## config.mk

```make
export PLATFORM = sky130hd
export DESIGN_NAME = iepr_regs
export DESIGN_NICKNAME = d
export VERILOG_FILES = /design/src/iepr_pkg.sv /design/src/iepr_regs.sv
export SDC_FILE = /design/constraint.sdc
export NUM_CORES = 1
export LEC_CHECK = 0
export ABC_CLOCK_PERIOD_IN_PS = 3000
export BUFFER_PORTS_ARGS = -buffer_cell sky130_fd_sc_hd__buf_4
export CORE_MARGIN = 2
export CORE_UTILIZATION = 30
export CTS_BUF_LIST = sky130_fd_sc_hd__clkbuf_2 sky130_fd_sc_hd__clkbuf_4 sky130_fd_sc_hd__clkbuf_8
export DETAILED_ROUTE_END_ITERATION = 8
export PLACE_DENSITY = 0.49
export SLEW_MARGIN = 20
export SYNTH_ARGS = -nofsm -noshare
export SYNTH_HDL_FRONTEND = slang
export SYNTH_SLANG_ARGS = --single-unit
```

## constraint.sdc

```tcl
create_clock -name clk_i -period 3 [get_ports clk_i]
set_clock_uncertainty 0.1 [all_clocks]
set_input_delay 0.9 -clock clk_i [delete_from_list [all_inputs] [get_ports clk_i]]
set_output_delay 0.9 -clock clk_i [all_outputs]
set_load 0.05 [all_outputs]
```

## src/iepr_pkg.sv

```systemverilog
/*
 * package for the interrupt enable and priority-high register block:
 * register addresses, field positions, reset values and carrier types.
 * assumes an 8-bit special-function register space on the core side.
 */
`default_nettype none

package iepr_pkg;
    // special-function register addresses
    localparam logic [7:0] ADDR_ENABLE_LOW = 8'h00_a8;
    localparam logic [7:0] ADDR_ENABLE_HIGH = 8'h00_b1;
    localparam logic [7:0] ADDR_PRIO_UPPER_SECOND = 8'h00_b3;
    localparam logic [7:0] ADDR_PRIO_UPPER_FIRST = 8'h00_b7;
    // reset values
    localparam logic [7:0] RESET_ENABLE = 8'h00_00;
    localparam logic [7:0] RESET_PRIO = 8'h00_00;
    // writable bit masks, reserved positions cleared
    localparam logic [7:0] MASK_ENABLE_LOW = 8'h00_df;
    localparam logic [7:0] MASK_ENABLE_HIGH = 8'h00_5f;
    localparam logic [7:0] MASK_PRIO_FIRST = 8'h00_7f;
    localparam logic [7:0] MASK_PRIO_SECOND = 8'h00_5f;
    // bit positions in the first enable register
    localparam int GLOBAL_IRQ_GATE_BIT = 7;
    // number of sources: low register 8 positions, high register 8 positions
    localparam int NUM_SOURCES = 16;
    // number of priority levels
    localparam int NUM_LEVELS = 4;
    localparam logic [2:0] LEVEL_IDLE = 3'h0_0;

    // register bus request bundle
    typedef struct packed {
        logic [7:0] addr;
        logic [7:0] wdata;
        logic wr;
        logic rd;
    } iepr_bus_req_t;

    // gated request with its level, toward the core's handler
    typedef struct packed {
        logic [NUM_SOURCES-1:0] gated;
        logic [2*NUM_SOURCES-1:0] level;
    } iepr_handler_t;
endpackage : iepr_pkg

`default_nettype wire

```

## src/iepr_regs.sv

```systemverilog
/*
 * interrupt enable and priority-high registers with request gating,
 * level forming and pre-emption decision.
 * assumes requests and the lower priority bits arrive synchronous to clk_i,
 * and that the core pulses service_end_i when a service routine returns.
 * source index: 0..7 follow the first registers' bit positions (bit 5 =
 * decoder, bit 7 unused), 8..15 follow the second registers' positions.
 */
// Our own choice: strobed register access.
// Behaviour
// - global gate bit 7 masks all sources
// - first enable register at A8h, fixed layout
// - bit 6 gates the audio request
// - bit 1 gates the timer 0 request
// - reserved bit 5 reads zero
// - both enable registers reset to zero
// - second enable register at B1h, peripheral enables
// - bit 6 gates USB requests
// - bit 4 gates keyboard requests
// - bit 3 gates converter requests
// - bit 2 gates SPI requests
// - bit 1 gates two-wire requests
// - bit 0 gates memory-card requests
// - reserved bits 7 and 5 read zero
// - first priority-high register at B7h
// - bit 6 is audio level upper bit
// - bit 5 is decoder level upper bit
// - reserved bit 7 unset, reads zero
// - first priority-high resets bits 6..0 zero
// - second priority-high register at B3h
// - level is high bit and low bit
// - preempt only by strictly higher level
`timescale 1ns/1ps
`default_nettype none

module iepr_regs (
    input wire logic clk_i,
    input wire logic reset_n_i,
    input wire iepr_pkg::iepr_bus_req_t bus_i, // register port
    output logic [7:0] rdata_o, // read data, cycle after strobe
    input wire logic [15:0] irq_req_i, // raw source requests
    input wire logic [15:0] prio_lower_i, // lower priority bits
    input wire logic service_end_i, // routine returned
    output logic [15:0] irq_gated_o, // enabled requests
    output logic [31:0] irq_level_o, // two-bit level per source
    output logic take_o, // a request may pre-empt now
    output logic [3:0] take_src_o, // which source to take
    output logic [1:0] take_level_o // its level
);
    // stored registers
    logic [7:0] enable_low;
    logic [7:0] enable_high;
    logic [7:0] prio_first;
    logic [7:0] prio_second;
    logic [7:0] next_enable_low;
    logic [7:0] next_enable_high;
    logic [7:0] next_prio_first;
    logic [7:0] next_prio_second;
    logic [7:0] next_rdata;
    // handler state
    logic [2:0] active_level; // 0 idle, else level+1 in service
    logic [2:0] next_active_level;
    logic [15:0] next_gated;
    logic [31:0] next_level;
    logic next_take;
    logic [3:0] next_take_src;
    logic [1:0] next_take_level;
    logic [7:0] srcs_en_lo;
    logic [7:0] srcs_en_hi;

    // register writes and readback
    always_comb begin
        next_enable_low = enable_low;
        next_enable_high = enable_high;
        next_prio_first = prio_first;
        next_prio_second = prio_second;
        next_rdata = 8'h00_00;
        if (bus_i.wr) begin
            case (bus_i.addr)
                iepr_pkg::ADDR_ENABLE_LOW: begin
                    next_enable_low = bus_i.wdata & iepr_pkg::MASK_ENABLE_LOW;
                end
                iepr_pkg::ADDR_ENABLE_HIGH: begin
                    next_enable_high = bus_i.wdata & iepr_pkg::MASK_ENABLE_HIGH;
                end
                iepr_pkg::ADDR_PRIO_UPPER_FIRST: begin
                    next_prio_first = bus_i.wdata & iepr_pkg::MASK_PRIO_FIRST;
                end
                iepr_pkg::ADDR_PRIO_UPPER_SECOND: begin
                    next_prio_second = bus_i.wdata & iepr_pkg::MASK_PRIO_SECOND;
                end
                default: begin // unmapped: ignored
                end
            endcase
        end
        if (bus_i.rd) begin
            case (bus_i.addr)
                iepr_pkg::ADDR_ENABLE_LOW: next_rdata = enable_low;
                iepr_pkg::ADDR_ENABLE_HIGH: next_rdata = enable_high;
                iepr_pkg::ADDR_PRIO_UPPER_FIRST: next_rdata = prio_first;
                iepr_pkg::ADDR_PRIO_UPPER_SECOND: next_rdata = prio_second;
                default: next_rdata = 8'h00_00; // unmapped reads zero
            endcase
        end
    end

    // register storage
    always_ff @(posedge clk_i or negedge reset_n_i) begin
        if (!reset_n_i) begin
            enable_low <= iepr_pkg::RESET_ENABLE;
            enable_high <= iepr_pkg::RESET_ENABLE;
            prio_first <= iepr_pkg::RESET_PRIO;
            prio_second <= iepr_pkg::RESET_PRIO;
            rdata_o <= 8'h00_00;
        end else begin
            enable_low <= next_enable_low;
            enable_high <= next_enable_high;
            prio_first <= next_prio_first;
            prio_second <= next_prio_second;
            rdata_o <= next_rdata;
        end
    end

    // gating, level forming and pick of the best pending source
    always_comb begin
        logic [1:0] lvl;
        logic found;
        lvl = 2'h0;
        found = 1'b0;
        // global gate masks all; otherwise each own bit gates
        srcs_en_lo = enable_low[iepr_pkg::GLOBAL_IRQ_GATE_BIT]
            ? {1'b0, enable_low[6:0]} : 8'h00_00;
        // decoder source at index 5 has no own enable here, rides the gate
        srcs_en_lo[5] = enable_low[iepr_pkg::GLOBAL_IRQ_GATE_BIT];
        srcs_en_hi = enable_low[iepr_pkg::GLOBAL_IRQ_GATE_BIT]
            ? enable_high : 8'h00_00;
        next_gated = irq_req_i & {srcs_en_hi, srcs_en_lo};
        // upper bit from priority-high, lower from outside
        for (int i = 0; i < 8; i++) begin
            next_level[2*i +: 2] = {prio_first[i], prio_lower_i[i]};
            next_level[2*(i+8) +: 2] = {prio_second[i], prio_lower_i[i+8]};
        end
        // highest level first, lowest index within a level
        next_take = 1'b0;
        next_take_src = 4'h0;
        next_take_level = 2'h0;
        for (int l = iepr_pkg::NUM_LEVELS - 1; l >= 0; l--) begin
            for (int i = 0; i < iepr_pkg::NUM_SOURCES; i++) begin
                if (!found && next_gated[i] && next_level[2*i +: 2] == l[1:0]) begin
                    found = 1'b1;
                    lvl = l[1:0];
                    next_take_src = i[3:0];
                end
            end
        end
        // strictly higher than the level in service
        if (found && ({1'b0, lvl} + 3'h1 > active_level)) begin
            next_take = 1'b1;
            next_take_level = lvl;
        end
        next_active_level = active_level;
        if (take_o) begin
            next_active_level = {1'b0, take_level_o} + 3'h1;
        end else if (service_end_i) begin
            next_active_level = iepr_pkg::LEVEL_IDLE;
        end
    end

    // handler-facing registers
    always_ff @(posedge clk_i or negedge reset_n_i) begin
        if (!reset_n_i) begin
            irq_gated_o <= 16'h0000;
            irq_level_o <= 32'h0000_0000;
            take_o <= 1'b0;
            take_src_o <= 4'h0;
            take_level_o <= 2'h0;
            active_level <= iepr_pkg::LEVEL_IDLE;
        end else begin
            irq_gated_o <= next_gated;
            irq_level_o <= next_level;
            take_o <= next_take && !take_o;
            take_src_o <= next_take_src;
            take_level_o <= next_take_level;
            active_level <= next_active_level;
        end
    end

    // global gate cleared blocks every source
    a_gate_masks_all: assert property (@(posedge clk_i) disable iff (!reset_n_i)
        !enable_low[7] |=> irq_gated_o == 16'h0000)
        else $error("source passed with global gate clear");
    // audio passes when enabled
    a_audio_gate: assert property (@(posedge clk_i) disable iff (!reset_n_i)
        irq_req_i[6] && enable_low[7] && enable_low[6] |=> irq_gated_o[6])
        else $error("audio request blocked while enabled");
    a_timer0_gate: assert property (@(posedge clk_i) disable iff (!reset_n_i)
        irq_req_i[1] && !enable_low[1] |=> !irq_gated_o[1])
        else $error("timer 0 request passed while disabled");
    a_usb_gate: assert property (@(posedge clk_i) disable iff (!reset_n_i)
        irq_req_i[14] && enable_low[7] && enable_high[6] |=> irq_gated_o[14])
        else $error("usb request blocked while enabled");
    // reserved positions read zero
    a_reserved_zero: assert property (@(posedge clk_i) disable iff (!reset_n_i)
        bus_i.rd && bus_i.addr == 8'h00_a8 |=> rdata_o[5] == 1'b0)
        else $error("reserved enable bit read as one");
    a_high_reserved: assert property (@(posedge clk_i) disable iff (!reset_n_i)
        bus_i.rd && bus_i.addr == 8'h00_b1 |=> rdata_o[7] == 1'b0 && rdata_o[5] == 1'b0)
        else $error("reserved high enable bit read as one");
    // write then read returns the byte with bit 7 masked off
    a_write_back: assert property (@(posedge clk_i) disable iff (!reset_n_i)
        bus_i.wr && bus_i.addr == 8'h00_b7 ##1 bus_i.rd && bus_i.addr == 8'h00_b7
        |=> rdata_o == ($past(bus_i.wdata, 2) & 8'h00_7f))
        else $error("priority byte not returned");
    // level formed from both bits
    a_level_form: assert property (@(posedge clk_i) disable iff (!reset_n_i)
        1'b1 |=> irq_level_o[13:12] == {$past(prio_first[6]), $past(prio_lower_i[6])})
        else $error("audio level mismatched");
    // no take at or below the level in service
    a_no_equal_preempt: assert property (@(posedge clk_i) disable iff (!reset_n_i)
        take_o |-> {1'b0, take_level_o} >= $past(active_level))
        else $error("pre-empted by equal or lower level");

    // read data stands one cycle only, zero otherwise
    a_rdata_idle: assert property (@(posedge clk_i) disable iff (!reset_n_i)
        !bus_i.rd
        |=> rdata_o == 8'h00_00)
        else $error("read data seen without a read strobe");

    // first enable write lands masked
    a_low_write_lands: assert property (@(posedge clk_i) disable iff (!reset_n_i)
        bus_i.wr && bus_i.addr == iepr_pkg::ADDR_ENABLE_LOW
        |=> enable_low == ($past(bus_i.wdata) & iepr_pkg::MASK_ENABLE_LOW))
        else $error("first enable write not stored");

    // second enable write lands masked
    a_high_write_lands: assert property (@(posedge clk_i) disable iff (!reset_n_i)
        bus_i.wr && bus_i.addr == iepr_pkg::ADDR_ENABLE_HIGH
        |=> enable_high == ($past(bus_i.wdata) & iepr_pkg::MASK_ENABLE_HIGH))
        else $error("second enable write not stored");

    // first priority-high write lands masked
    a_prio_first_lands: assert property (@(posedge clk_i) disable iff (!reset_n_i)
        bus_i.wr && bus_i.addr == iepr_pkg::ADDR_PRIO_UPPER_FIRST
        |=> prio_first == ($past(bus_i.wdata) & iepr_pkg::MASK_PRIO_FIRST))
        else $error("first priority write not stored");

    // second priority-high write lands masked
    a_prio_second_lands: assert property (@(posedge clk_i) disable iff (!reset_n_i)
        bus_i.wr && bus_i.addr == iepr_pkg::ADDR_PRIO_UPPER_SECOND
        |=> prio_second == ($past(bus_i.wdata) & iepr_pkg::MASK_PRIO_SECOND))
        else $error("second priority write not stored");

    // first enable keeps its value unless written
    a_low_holds: assert property (@(posedge clk_i) disable iff (!reset_n_i)
        !(bus_i.wr && bus_i.addr == iepr_pkg::ADDR_ENABLE_LOW)
        |=> $stable(enable_low))
        else $error("first enable changed without a write");

    // second enable keeps its value unless written
    a_high_holds: assert property (@(posedge clk_i) disable iff (!reset_n_i)
        !(bus_i.wr && bus_i.addr == iepr_pkg::ADDR_ENABLE_HIGH)
        |=> $stable(enable_high))
        else $error("second enable changed without a write");

    // reserved first enable position never stored
    a_low_reserved_store: assert property (@(posedge clk_i) disable iff (!reset_n_i)
        1'b1
        |-> enable_low[5] == 1'b0)
        else $error("reserved first enable bit stored as one");

    // reserved second enable positions never stored
    a_high_reserved_store: assert property (@(posedge clk_i) disable iff (!reset_n_i)
        1'b1
        |-> enable_high[7] == 1'b0 && enable_high[5] == 1'b0)
        else $error("reserved second enable bit stored as one");

    // reserved top priority bit never stored
    a_prio_top_clear: assert property (@(posedge clk_i) disable iff (!reset_n_i)
        1'b1
        |-> prio_first[7] == 1'b0)
        else $error("reserved priority bit stored as one");

    // reserved top priority bit reads zero
    a_prio_top_read: assert property (@(posedge clk_i) disable iff (!reset_n_i)
        bus_i.rd && bus_i.addr == iepr_pkg::ADDR_PRIO_UPPER_FIRST
        |=> rdata_o[7] == 1'b0)
        else $error("reserved priority bit read as one");

    // keyboard blocked while its enable is clear
    a_keypad_gate: assert property (@(posedge clk_i) disable iff (!reset_n_i)
        irq_req_i[12] && !enable_high[4]
        |=> !irq_gated_o[12])
        else $error("keyboard request passed while disabled");

    // converter blocked while its enable is clear
    a_converter_gate: assert property (@(posedge clk_i) disable iff (!reset_n_i)
        irq_req_i[11] && !enable_high[3]
        |=> !irq_gated_o[11])
        else $error("converter request passed while disabled");

    // spi blocked while its enable is clear
    a_spi_gate: assert property (@(posedge clk_i) disable iff (!reset_n_i)
        irq_req_i[10] && !enable_high[2]
        |=> !irq_gated_o[10])
        else $error("spi request passed while disabled");

    // two-wire blocked while its enable is clear
    a_two_wire_gate: assert property (@(posedge clk_i) disable iff (!reset_n_i)
        irq_req_i[9] && !enable_high[1]
        |=> !irq_gated_o[9])
        else $error("two-wire request passed while disabled");

    // memory card blocked while its enable is clear
    a_card_gate: assert property (@(posedge clk_i) disable iff (!reset_n_i)
        irq_req_i[8] && !enable_high[0]
        |=> !irq_gated_o[8])
        else $error("card request passed while disabled");

    // usb blocked while its enable is clear
    a_usb_block: assert property (@(posedge clk_i) disable iff (!reset_n_i)
        irq_req_i[14] && !enable_high[6]
        |=> !irq_gated_o[14])
        else $error("usb request passed while disabled");

    // audio blocked while its enable is clear
    a_audio_block: assert property (@(posedge clk_i) disable iff (!reset_n_i)
        irq_req_i[6] && !enable_low[6]
        |=> !irq_gated_o[6])
        else $error("audio request passed while disabled");

    // timer 0 passes while enabled
    a_timer0_pass: assert property (@(posedge clk_i) disable iff (!reset_n_i)
        irq_req_i[1] && enable_low[7] && enable_low[1]
        |=> irq_gated_o[1])
        else $error("timer 0 request blocked while enabled");

    // decoder level from its two bits
    a_decoder_level: assert property (@(posedge clk_i) disable iff (!reset_n_i)
        1'b1
        |=> irq_level_o[11:10] == {$past(prio_first[5]), $past(prio_lower_i[5])})
        else $error("decoder level mismatched");

    // usb level from the second priority register
    a_usb_level: assert property (@(posedge clk_i) disable iff (!reset_n_i)
        1'b1
        |=> irq_level_o[29:28] == {$past(prio_second[6]), $past(prio_lower_i[14])})
        else $error("usb level mismatched");

    // a take is a single-cycle pulse
    a_take_single: assert property (@(posedge clk_i) disable iff (!reset_n_i)
        take_o
        |=> !take_o)
        else $error("take held for two cycles");

    // a take names a source that is pending and enabled
    a_take_needs_req: assert property (@(posedge clk_i) disable iff (!reset_n_i)
        take_o
        |-> irq_gated_o[take_src_o])
        else $error("take of a source not pending");

    // a take reports the level of its source
    a_take_level_match: assert property (@(posedge clk_i) disable iff (!reset_n_i)
        take_o
        |-> irq_level_o[2*take_src_o +: 2] == take_level_o)
        else $error("take level differs from source level");

    // routine return with no take drops to idle
    a_service_idle: assert property (@(posedge clk_i) disable iff (!reset_n_i)
        service_end_i && !take_o
        |=> active_level == iepr_pkg::LEVEL_IDLE)
        else $error("service level kept after return");

    // a take enters its level into service
    a_take_enters: assert property (@(posedge clk_i) disable iff (!reset_n_i)
        take_o
        |=> active_level == {1'b0, $past(take_level_o)} + 3'h1)
        else $error("taken level not entered into service");
endmodule : iepr_regs

`default_nettype wire

```

# [Word-level counts from Yosys, hierarchy flattened]
# Index checks and enable logic that the tools add are counted.
[word_totals] reg_bits=89 output_inout_bits=63
[op_classes] bitwise_logic=1 eq_ne=43 mux=181 order_cmp=1 add_sub_neg=2 reduce_logical=196
[op_table] op="4-bit two-way mux" n=56
[op_table] op="2-bit two-way mux" n=59
[op_table] op="1-bit logical AND" n=117
[op_table] op="1-bit two-way mux" n=60
[op_table] op="1-bit zero test" n=58
[op_table] op="2-bit == test, second input constant" n=26
[op_table] op="8-bit == test, second input constant" n=4
[op_table] op="2-bit zero test" n=16
[op_table] op="8-bit one-hot mux with 4 select lines" n=1
[op_table] op="2-bit by 1-bit == test with 1-bit output, second input constant" n=13
[op_table] op="16-bit by 15-bit AND with 16-bit output" n=1
[op_table] op="7-bit two-way mux" n=2
[op_table] op="8-bit two-way mux" n=1
[op_table] op="2-bit AND reduction" n=4
[op_table] op="2-bit by 1-bit adder with 3-bit output, second input constant" n=2
[op_table] op="3-bit two-way mux" n=2
[op_table] op="3-bit > comparator" n=1
[op_table] op="2-bit nonzero test" n=1

# [Logic depth before layout (Yosys ltp)]
# Gate-level depths: netlist of the first run.
[logic_depth] ltp_word=237 depth_mapped=17 depth_no_buf=15

# [Worst setup path after synthesis of the first run]
# Ideal clock, no wire load.
[synth_path] kind="input-to-reg" start="input port irq_req_i[0]" end="register take_o" t_required_ns=2.754 arrival_ns=3.502 path_stages=14 path_slack_ns=-0.748 path_buffers=1 cell_sequence="and3_1 -> buf_6 -> a32o_2 -> nor3_4 -> nand4_4 -> nor4b_1 -> nand4b_1 -> ha_1 -> ha_1 -> a21o_1 -> a21oi_1 -> a31oi_1 -> o31ai_2 -> nor2_1"
[synth_via] elab_chain_cells=236 elab_cells_between_ends=294 cone_classes="add/sub: 1; order compare: 1; mux: 117; bitwise: 1; reduce/logical: 174"
[synth_lines] element="start, declared" line_no="iepr_regs.sv:41" source="input wire logic [15:0] irq_req_i,"
[synth_lines] element="16-bit by 15-bit AND with 16-bit output (*)" line_no="iepr_regs.sv:137" source="next_gated = irq_req_i & {srcs_en_hi, srcs_en_lo};"
[synth_lines] element="net next_gated[0]" line_no="iepr_regs.sv:63" source="logic [15:0] next_gated;"
[synth_lines] element="1-bit logical AND" line_no="iepr_regs.sv:149" source="if (!found && next_gated[i] && next_level[2*i +: 2] == l[1:0]) begin"
[synth_lines] element="1-bit two-way mux" line_no="iepr_regs.sv:149"
[synth_lines] element="1-bit zero test" line_no="iepr_regs.sv:149"
[synth_lines] element="1-bit logical AND (2 in series)" line_no="iepr_regs.sv:149"
[synth_lines] element="1-bit two-way mux" line_no="iepr_regs.sv:149"
[synth_lines] element="1-bit zero test" line_no="iepr_regs.sv:149"
[synth_lines] element="(+219 left out)"
[synth_lines] element="1-bit zero test" line_no="iepr_regs.sv:149"
[synth_lines] element="1-bit logical AND (2 in series)" line_no="iepr_regs.sv:149"
[synth_lines] element="2-bit two-way mux" line_no="iepr_regs.sv:149"
[synth_lines] element="2-bit by 1-bit adder with 3-bit output" line_no="iepr_regs.sv:157" source="if (found && ({1'b0, lvl} + 3'h1 > active_level)) begin"
[synth_lines] element="3-bit > comparator" line_no="iepr_regs.sv:157"
[synth_lines] element="1-bit logical AND (*)" line_no="iepr_regs.sv:157"
[synth_lines] element="1-bit two-way mux (*)" line_no="iepr_regs.sv:157"
[synth_lines] element="1-bit logical AND (*)" line_no="iepr_regs.sv:181" source="take_o <= next_take && !take_o;"
[synth_lines] element="end signal, assigned" line_no="iepr_regs.sv:181"
[synth_lines] element="end, declared" line_no="iepr_regs.sv:46" source="output logic take_o,"
# The timed path passes the listed nets; every way through them passes the cells marked *.
# A chain may end at the register's enable or synchronous reset.

# [Worst setup path in the final report of the first run]
[layout_path] start="input port irq_req_i[1]" end="register take_level_o[0]"
[layout_via] elab_chain_cells=232 elab_cells_between_ends=289 cone_classes="add/sub: 1; order compare: 1; mux: 115; bitwise: 1; reduce/logical: 171"
[layout_lines] element="16-bit by 15-bit AND with 16-bit output (*)" line_no="iepr_regs.sv:137"
[layout_lines] element="1-bit logical AND (2 in series)" line_no="iepr_regs.sv:149"
[layout_lines] element="1-bit two-way mux" line_no="iepr_regs.sv:149"
[layout_lines] element="1-bit zero test" line_no="iepr_regs.sv:149"
[layout_lines] element="1-bit logical AND (2 in series)" line_no="iepr_regs.sv:149"
[layout_lines] element="1-bit two-way mux" line_no="iepr_regs.sv:149"
[layout_lines] element="1-bit zero test" line_no="iepr_regs.sv:149"
[layout_lines] element="1-bit logical AND (2 in series)" line_no="iepr_regs.sv:149"
[layout_lines] element="(+213 left out)"
[layout_lines] element="1-bit zero test" line_no="iepr_regs.sv:149"
[layout_lines] element="1-bit logical AND (2 in series)" line_no="iepr_regs.sv:149"
[layout_lines] element="2-bit two-way mux" line_no="iepr_regs.sv:149"
[layout_lines] element="2-bit by 1-bit adder with 3-bit output" line_no="iepr_regs.sv:157"
[layout_lines] element="3-bit > comparator" line_no="iepr_regs.sv:157"
[layout_lines] element="1-bit logical AND" line_no="iepr_regs.sv:157"
[layout_lines] element="2-bit two-way mux (*)" line_no="iepr_regs.sv:157"
[layout_lines] element="net next_take_level[0]" line_no="iepr_regs.sv:67" source="logic [1:0] next_take_level;"
[layout_lines] element="end signal, assigned" line_no="iepr_regs.sv:183" source="take_level_o <= next_take_level;"
[layout_lines] element="end, declared" line_no="iepr_regs.sv:48" source="output logic [1:0] take_level_o"
# Marked as above.

==> impl_metrics.ini, run 1 <==
[outcome]
status = finished, violations left
failed_checks = negative setup slack

[place]
routability_cong = 0.919
port_buffers = 106
dp_hpwl_um = 12500
dp_worst_setup_slack_ns = -0.870

[yosys]
synthMostInstantiatedCell = dfrtp_1
dominant_combinational_cell_family_by_area_after_synthesis = simple AND/OR/NAND/NOR gates
post_synth_most_frequent_cells = dfrtp_1 (86), nand2_1 (33), mux2_2 (26), nor2_1 (26), inv_1 (24)
adder_and_majority_gate_portion_of_the_synthesized_area_pct = 1.45
ys_seq_elements = 86
post_synth_num_cell_types = 73
synth.cell_area_mm2 = 0.00431
synth_cells = 404
post_synth_and_or_nand_nor_area_fraction_pct = 23.4
yosys.area.top_type_share_pct = 50.0
synth_xor_xnor_area_share_pct = 0
synthMuxAreaShare_pct = 6.80
yosys-top-cells-area = dfrtp_1 (50%), mux2_2 (6.8%), nand2_1 (2.9%), nor2_1 (2.3%), nor3_1 (2.1%)
syn_area_per_cell_um2 = 10.7
synth_compound_area_share_pct = 13.8
synth_top_flop_cell = dfrtp_1
async_reset_ff_share_pct = 100
synth.yosys.seq_area_share_pct = 50.0
synthesis.yosys.warnings = 0
yosysTopAreaCell = dfrtp_1
number_of_flops_mapped_to_enable_cells_by_yosys = 0

[worst_setup_path]
critPathRequiredTime_ns = 3.23
arrival_ns = 3.55
timing.critical_path.to_type = register
timing_worst_setup_path_type = in2reg
critical_path.slowest_cell = nor4_4
cp_cell_sequence = buf_4, and4_4, o2bb2ai_4, nor4_4, nand4_4, nor2_2, o21ai_0, buf_4, nand4b_1, ha_4, ha_4, a21o_1, a21oi_2, a31oi_1, o31ai_2, nor2b_1
slowest_delay_ns = 0.35
kind_of_start_point_of_the_critical_path = input port
crit_path_max_fanout = 4

[timing]
totalNegativeSetupSlack_ns = -0.986
layout_setup_ws_ns = -0.324
unrepaired_setup_endpoints_after_global_routing = true
timing_max_transition_violations_final = 0
timing.max_slew.rel_slack_pct = 65.0
clock.fmax_mhz = 301
report.final.hold_viol_count = 0
max_slew.worst_pin.slew_ns = 0.521
portion_of_the_clock_cycle_consumed_by_the_worst_path_in_the_final_layout_pct = 111
finalSetupViolCount = 4
fin_crit_ns = 3.32

[grt]
gr-total-overflow = 0
grt_pass1_vias = 4250
wire_length_of_the_first_global_routing_pass_um = 23500
grt_start_max_net_pins = 50
groute.usage.overall_pct = 21.1
antenna_found_initial = 0

[clocking]
worst_skew_pair.late_latency_ns = 0.39
cts.clk_slew.worst_paths_ns = 0.10
numClockSinks = 86
cts-htree-levels = 3
holdBufCountCts = 0
clock_path_buffers = 2
root_buffer = clkbuf_8
tritoncts = built
cts_inserted_buffers = 9

[pwr]
power.leakage_nw = 3.41
peakVddDrop_v = 0.000227
total_power_w = 0.00245
power_density_mw_per_mm2 = 360

[finish]
layout.core_utilization_pct = 48.8
final_net_count = 712
layout-drive-gt1-share_pct = 51.2
area_growth_pct = 58.0
number_of_antenna_cells_inserted = 0

[floorplanning]
effective_utilization_at_floorplan_pct = 30.9
row_count = 43
fp.coreArea_mm2 = 0.0139
die_height_um = 124
floorplan.io_pins = 116
die_x_um = 124
floorplan.die_area_mm2 = 0.0153

[route]
totalWireLength_um = 15600
dr.pass1.iters = 4
vias = 4165
via_per_inst = 4.97
remaining_antenna_violation_count = 0
wl_per_cell_um = 18.6
dr.first_iter.drc_count = 201
drcViolationCount = 0

[hold_path]
path_class_of_the_lowest_slack_min_delay_path = in2async

[job]
drv.max_cap_violation_count = 0
-- timing repair --
item,in CTS,in global routing
buffers inserted,8,5
pin swaps,16,8
endpoints found under the setup margin,5,7
gates resized for setup,24,13
gates cloned,1,0
-- sequential cells by signal, summed over array words and instances (netlist names) --
| register | cells |
|---|---|
| take_level_o | 2 |
| irq_level_o | 29 |
| take_o | 1 |
| take_src_o | 4 |
| active_level | 3 |
| enable_high | 6 |
| prio_first | 7 |
| irq_gated_o | 13 |
| enable_low | 7 |
| prio_second | 6 |
| rdata_o | 8 |
-- metal layers --
metal  up-vias  part of all wire [%]  global-route usage [%]
met3         7                   4.4                    2.70
met5         -                     0                       0
met1      2058                    46                    28.3
met4         0                  0.81                    7.24
li1       2006                     -                       -
met2        94                    49                    35.1
-- per-stage QoR --
| step | area, um2 | std cells | hold WS (ns) |
|---|---|---|---|
| after global routing | 6800 | 838 | 0.407 |
| after floorplan | 4340 | 409 | 0.252 |
| final | 6800 | 838 | 0.367 |
| after global placement | 6270 | 810 | 0.378 |
| after detailed placement | 6270 | 810 | 0.382 |
| after CTS | 6680 | 833 | 0.368 |
-- cells in the final DEF, fill, tap and decap left out, types with 3 or more instances in the layout --
cell type,count
buf_4,240
dfrtp_1,86
nand2_1,32
mux2_2,26
inv_1,24
nor2_1,24
nor3_1,17
nand4_1,13
o21ai_0,13
a21oi_1,12
nand3_1,12
and3_1,11
clkbuf_8,9
a222oi_1,6
conb_1,6
nor3b_1,5
o22ai_2,5
a31oi_1,5
nor3_2,3
nand3_2,3
and3_4,3
nand2b_1,3
o31ai_1,3
o22ai_1,3
nor4_1,3
a32oi_1,3
nor2b_1,3
ha_1,3
buf_12,3
-- cell families (layout without fill, tap and decap cells) --
family / after synthesis / count (layout)
simple gates: 166 / 166
flops: 86 / 86
compound gates: 82 / 82
buf+inv: 38 / 287
mux: 26 / 26
fa+ha+maj: 5 / 5
other cells: 1 / 6
-- final timing paths --
path	cells past startpoint	endpoint	slack (ns)	startpoint
max in group asynchronous	2	enable_low[4]$_DFFE_PN0P_	1.80	reset_n_i
worst min-delay path	1	irq_level_o[16]$_DFF_PN0_	0.37	reset_n_i
worst min register to register	1	active_level[0]$_DFFE_PN0P_	0.40	take_level_o[0]$_DFF_PN0_
min in group clk_i	1	active_level[0]$_DFFE_PN0P_	0.40	take_level_o[0]$_DFF_PN0_
worst max-delay path	16	take_level_o[0]$_DFF_PN0_	-0.32	irq_req_i[1]
worst max register to register	17	take_level_o[0]$_DFF_PN0_	-0.31	enable_low[7]$_DFFE_PN0P_
-- area by class of cell --
| class | count | area [um2] |
|---|---|---|
| fillers | 1293 | 7130 |
| clock inverters | 6 | 71.3 |
| inverters | 24 | 90.1 |
| flip-flops and latches | 86 | 2150 |
| well taps | 180 | 225 |
| repair buffers | 248 | 1950 |
| clock buffers | 9 | 124 |
| multi-input cells | 285 | 2190 |
-- critical path: cells and delay by family --
family / cells / cell delay (ns)
buf+inv: 2 / 0.26
simple gates: 6 / 1.19
fa+ha+maj: 2 / 0.50
compound gates: 6 / 0.70
-- report_power, final --
group          total, W  switching, W  internal (W)
clock          0.000833      0.000447      0.000385
combinational  0.000391      0.000231      0.000160
sequential      0.00123     0.0000287       0.00120
Power figures use the tool's default switching activity.
==> run 2, diff against run 1 <==
Settings changed: SKIP_CTS_REPAIR_TIMING set to 1, TNS_END_PERCENT set to 1.
==> run 2 against run 1 <==
  * The run still ends with negative setup slack left
  * Sequential cell count unchanged
  * Largest power group unchanged
  * Fmax shrank 2.0%
  * Critical path type unchanged
  * Cell count is 0.60% lower
  * Highest routed layer unchanged
  * Critical endpoint unchanged
  * Largest cell class is now sequential cells
==> impl_metrics.ini, run 2 (synthesis gave the netlist of run 1 again) <==
[finish]
layout_top_registers = irq_level_o (29), irq_gated_o (13), rdata_o (8)
fill_cells = 1342
layout.cells.non_filler = 833
area_growth_pct = 53.3
largest_reg_flops = 29
number_of_antenna_cells_inserted = 0
largest-register = irq_level_o
layout_commonest_cell = buf_4
layout-drive-gt1-share_pct = 49.3
layout.core_utilization_pct = 47.4
multiInputGateArea_mm2 = 0.00208
final_net_count = 706
seq_area_mm2 = 0.00215
layout_common_cells = buf_4 (240), dfrtp_1 (86), nand2_1 (33), mux2_2 (26), nor2_1 (25)
post-route-cell-area_mm2 = 0.00660

[place]
placedCellCount = 814
dp_hpwl_um = 12700
port_buffers = 106
routability_cong = 0.902
postPlaceCellArea_mm2 = 0.00628

[route]
dr.pass1.iters = 5
via_per_inst = 5.04
drcViolationCount = 0
remaining_antenna_violation_count = 0
vias = 4196
dr.first_iter.drc_count = 241
wl_per_cell_um = 18.6
totalWireLength_um = 15500

[worst_setup_path]
cp_cell_sequence = buf_4, and4_1, a2bb2oi_1, and4_2, nand4_4, nor4b_2, nand4b_1, ha_1, ha_1, a21o_1, a21oi_1, a31oi_1, o31ai_2, nor2b_1
crit_path_max_fanout = 5
timing.critical_path.to_type = register
critical_path_buf_inv_count = 1
arrival_ns = 3.61
cpMostUsedCell = ha_1
crit_family = simple AND/OR/NAND/NOR gates
slowest_delay_ns = 0.35
kind_of_start_point_of_the_critical_path = input port
timing_worst_setup_path_type = in2reg
critical_path.slowest_cell = nor4b_2
critPathRequiredTime_ns = 3.22

[pwr]
net-switching-power_w = 0.000714
share_clk_of_total_power_pct = 35.4
cell_internal_pwr_w = 0.00177
seqPwrFrac_pct = 49.3
switching_share_pct = 28.7
power.leakage_nw = 3.38
power.combinational.fraction_pct = 15.3
power_density_mw_per_mm2 = 376
peakVddDrop_v = 0.000362

[timing]
totalNegativeSetupSlack_ns = -1.15
report.final.hold_viol_count = 0
layout_setup_ws_ns = -0.393
clock.fmax_mhz = 295
worst_hold_slack_ns = 0.370
unrepaired_setup_endpoints_after_global_routing = true
timing_max_transition_violations_final = 0
max_slew.worst_pin.slew_ns = 0.603
finalSetupViolCount = 3
timing.max_slew.rel_slack_pct = 59.4
fin_crit_ns = 3.39
portion_of_the_clock_cycle_consumed_by_the_worst_path_in_the_final_layout_pct = 113

[grt]
gr-total-overflow = 0
grt_pass1_vias = 4273
wire_length_of_the_first_global_routing_pass_um = 23400
antenna_found_initial = 0
grt_start_max_net_pins = 51
groute.usage.overall_pct = 21.0

[clocking]
cts_inserted_buffers = 9
cts.clk_slew.worst_paths_ns = 0.09
numClockSinks = 86
root_buffer = clkbuf_8
worst_skew_pair.late_latency_ns = 0.38
clock_path_buffers = 2
cts-htree-levels = 3
tritoncts = built

[floorplanning]
fp.coreArea_mm2 = 0.0139
floorplan.io_pins = 116
die_height_um = 124
floorplan.die_area_mm2 = 0.0153
row_count = 43
die_x_um = 124
effective_utilization_at_floorplan_pct = 30.9

[outcome]
failed_checks = negative setup slack
status = finished, violations left

[job]
drv.max_cap_violation_count = 0

[hold_path]
path_class_of_the_lowest_slack_min_delay_path = in2async
==> run 2: cell types whose count changed in the layout (fill, tap and decap cells not counted), moves of 2 or more <==
cell | previous run | this run
ha_4 | 2 | 0
o22ai_2 | 5 | 3
ha_1 | 3 | 5
buf_8 | 2 | 0
o22ai_1 | 3 | 6
buf_6 | 2 | 0
==> run 2: metrics by stage <==
step	worst slack, ns	power [W]
3_5_place_dp	-0.874	0.00163
2_1_floorplan	-0.637	0.00141
3_3_place_gp	-0.806	0.00162
6_report	-0.393	0.00249
5_1_grt	-0.585	0.00259
4_1_cts	-0.476	0.00251
==> run 2: worst register-to-register path, stage by stage (launching register included) <==
cell,delay [ns]
dfrtp_1,0.38
buf_4,0.17
buf_4,0.14
nand4_1,0.15
o22ai_2,0.13
nor4_4,0.34
nand4_4,0.18
nor4b_2,0.35
nand4b_1,0.19
ha_1,0.25
ha_1,0.30
a21o_1,0.11
a21oi_1,0.05
a31oi_1,0.20
o31ai_2,0.12
nor2b_1,0.12
==> run 2: worst paths after layout <==
| path | startpoint | to | slack, ns | depth (start not counted) |
|---|---|---|---|---|
| worst max-delay path | irq_req_i[9] | take_level_o[0]$_DFF_PN0_ | -0.39 | 14 |
| worst max register to register | enable_low[7]$_DFFE_PN0P_ | take_level_o[0]$_DFF_PN0_ | -0.35 | 15 |
| max in group asynchronous | reset_n_i | enable_low[4]$_DFFE_PN0P_ | 1.81 | 2 |
| worst min register to register | take_level_o[0]$_DFF_PN0_ | active_level[0]$_DFFE_PN0P_ | 0.42 | 1 |
| min in group clk_i | take_level_o[0]$_DFF_PN0_ | active_level[0]$_DFFE_PN0P_ | 0.42 | 1 |
| worst min-delay path | reset_n_i | irq_level_o[16]$_DFF_PN0_ | 0.37 | 1 |
==> run 2: power by group through the flow <==
stage	clock network [W]	registers, W	logic (W)
floorplan	0	0.00133	0.0000792
CTS	0.000908	0.00122	0.000380
detailed placement	0	0.00125	0.000379
global route	0.000956	0.00123	0.000406
global placement	0	0.00125	0.000377
finish	0.000881	0.00122	0.000381
==> run 2: area by class of cell <==
| cell class | instances | share of cell area, % |
|---|---|---|
| Inverter | 24 | 1.36 |
| Multi-Input combinational cell | 285 | 31.5 |
| Clock inverter | 6 | 1.14 |
| Timing Repair Buffer | 242 | 27.9 |
| Sequential cell | 86 | 32.6 |
| Clock buffer | 10 | 2.08 |
| Tap cell | 180 | 3.41 |
==> run 2: routing by layer <==
layer  routed length [um]  global-route usage, %
met1                 6940                   28.1
met2                 7400                   34.6
met3                  880                   3.21
met5                    0                      0
met4                  256                   7.03
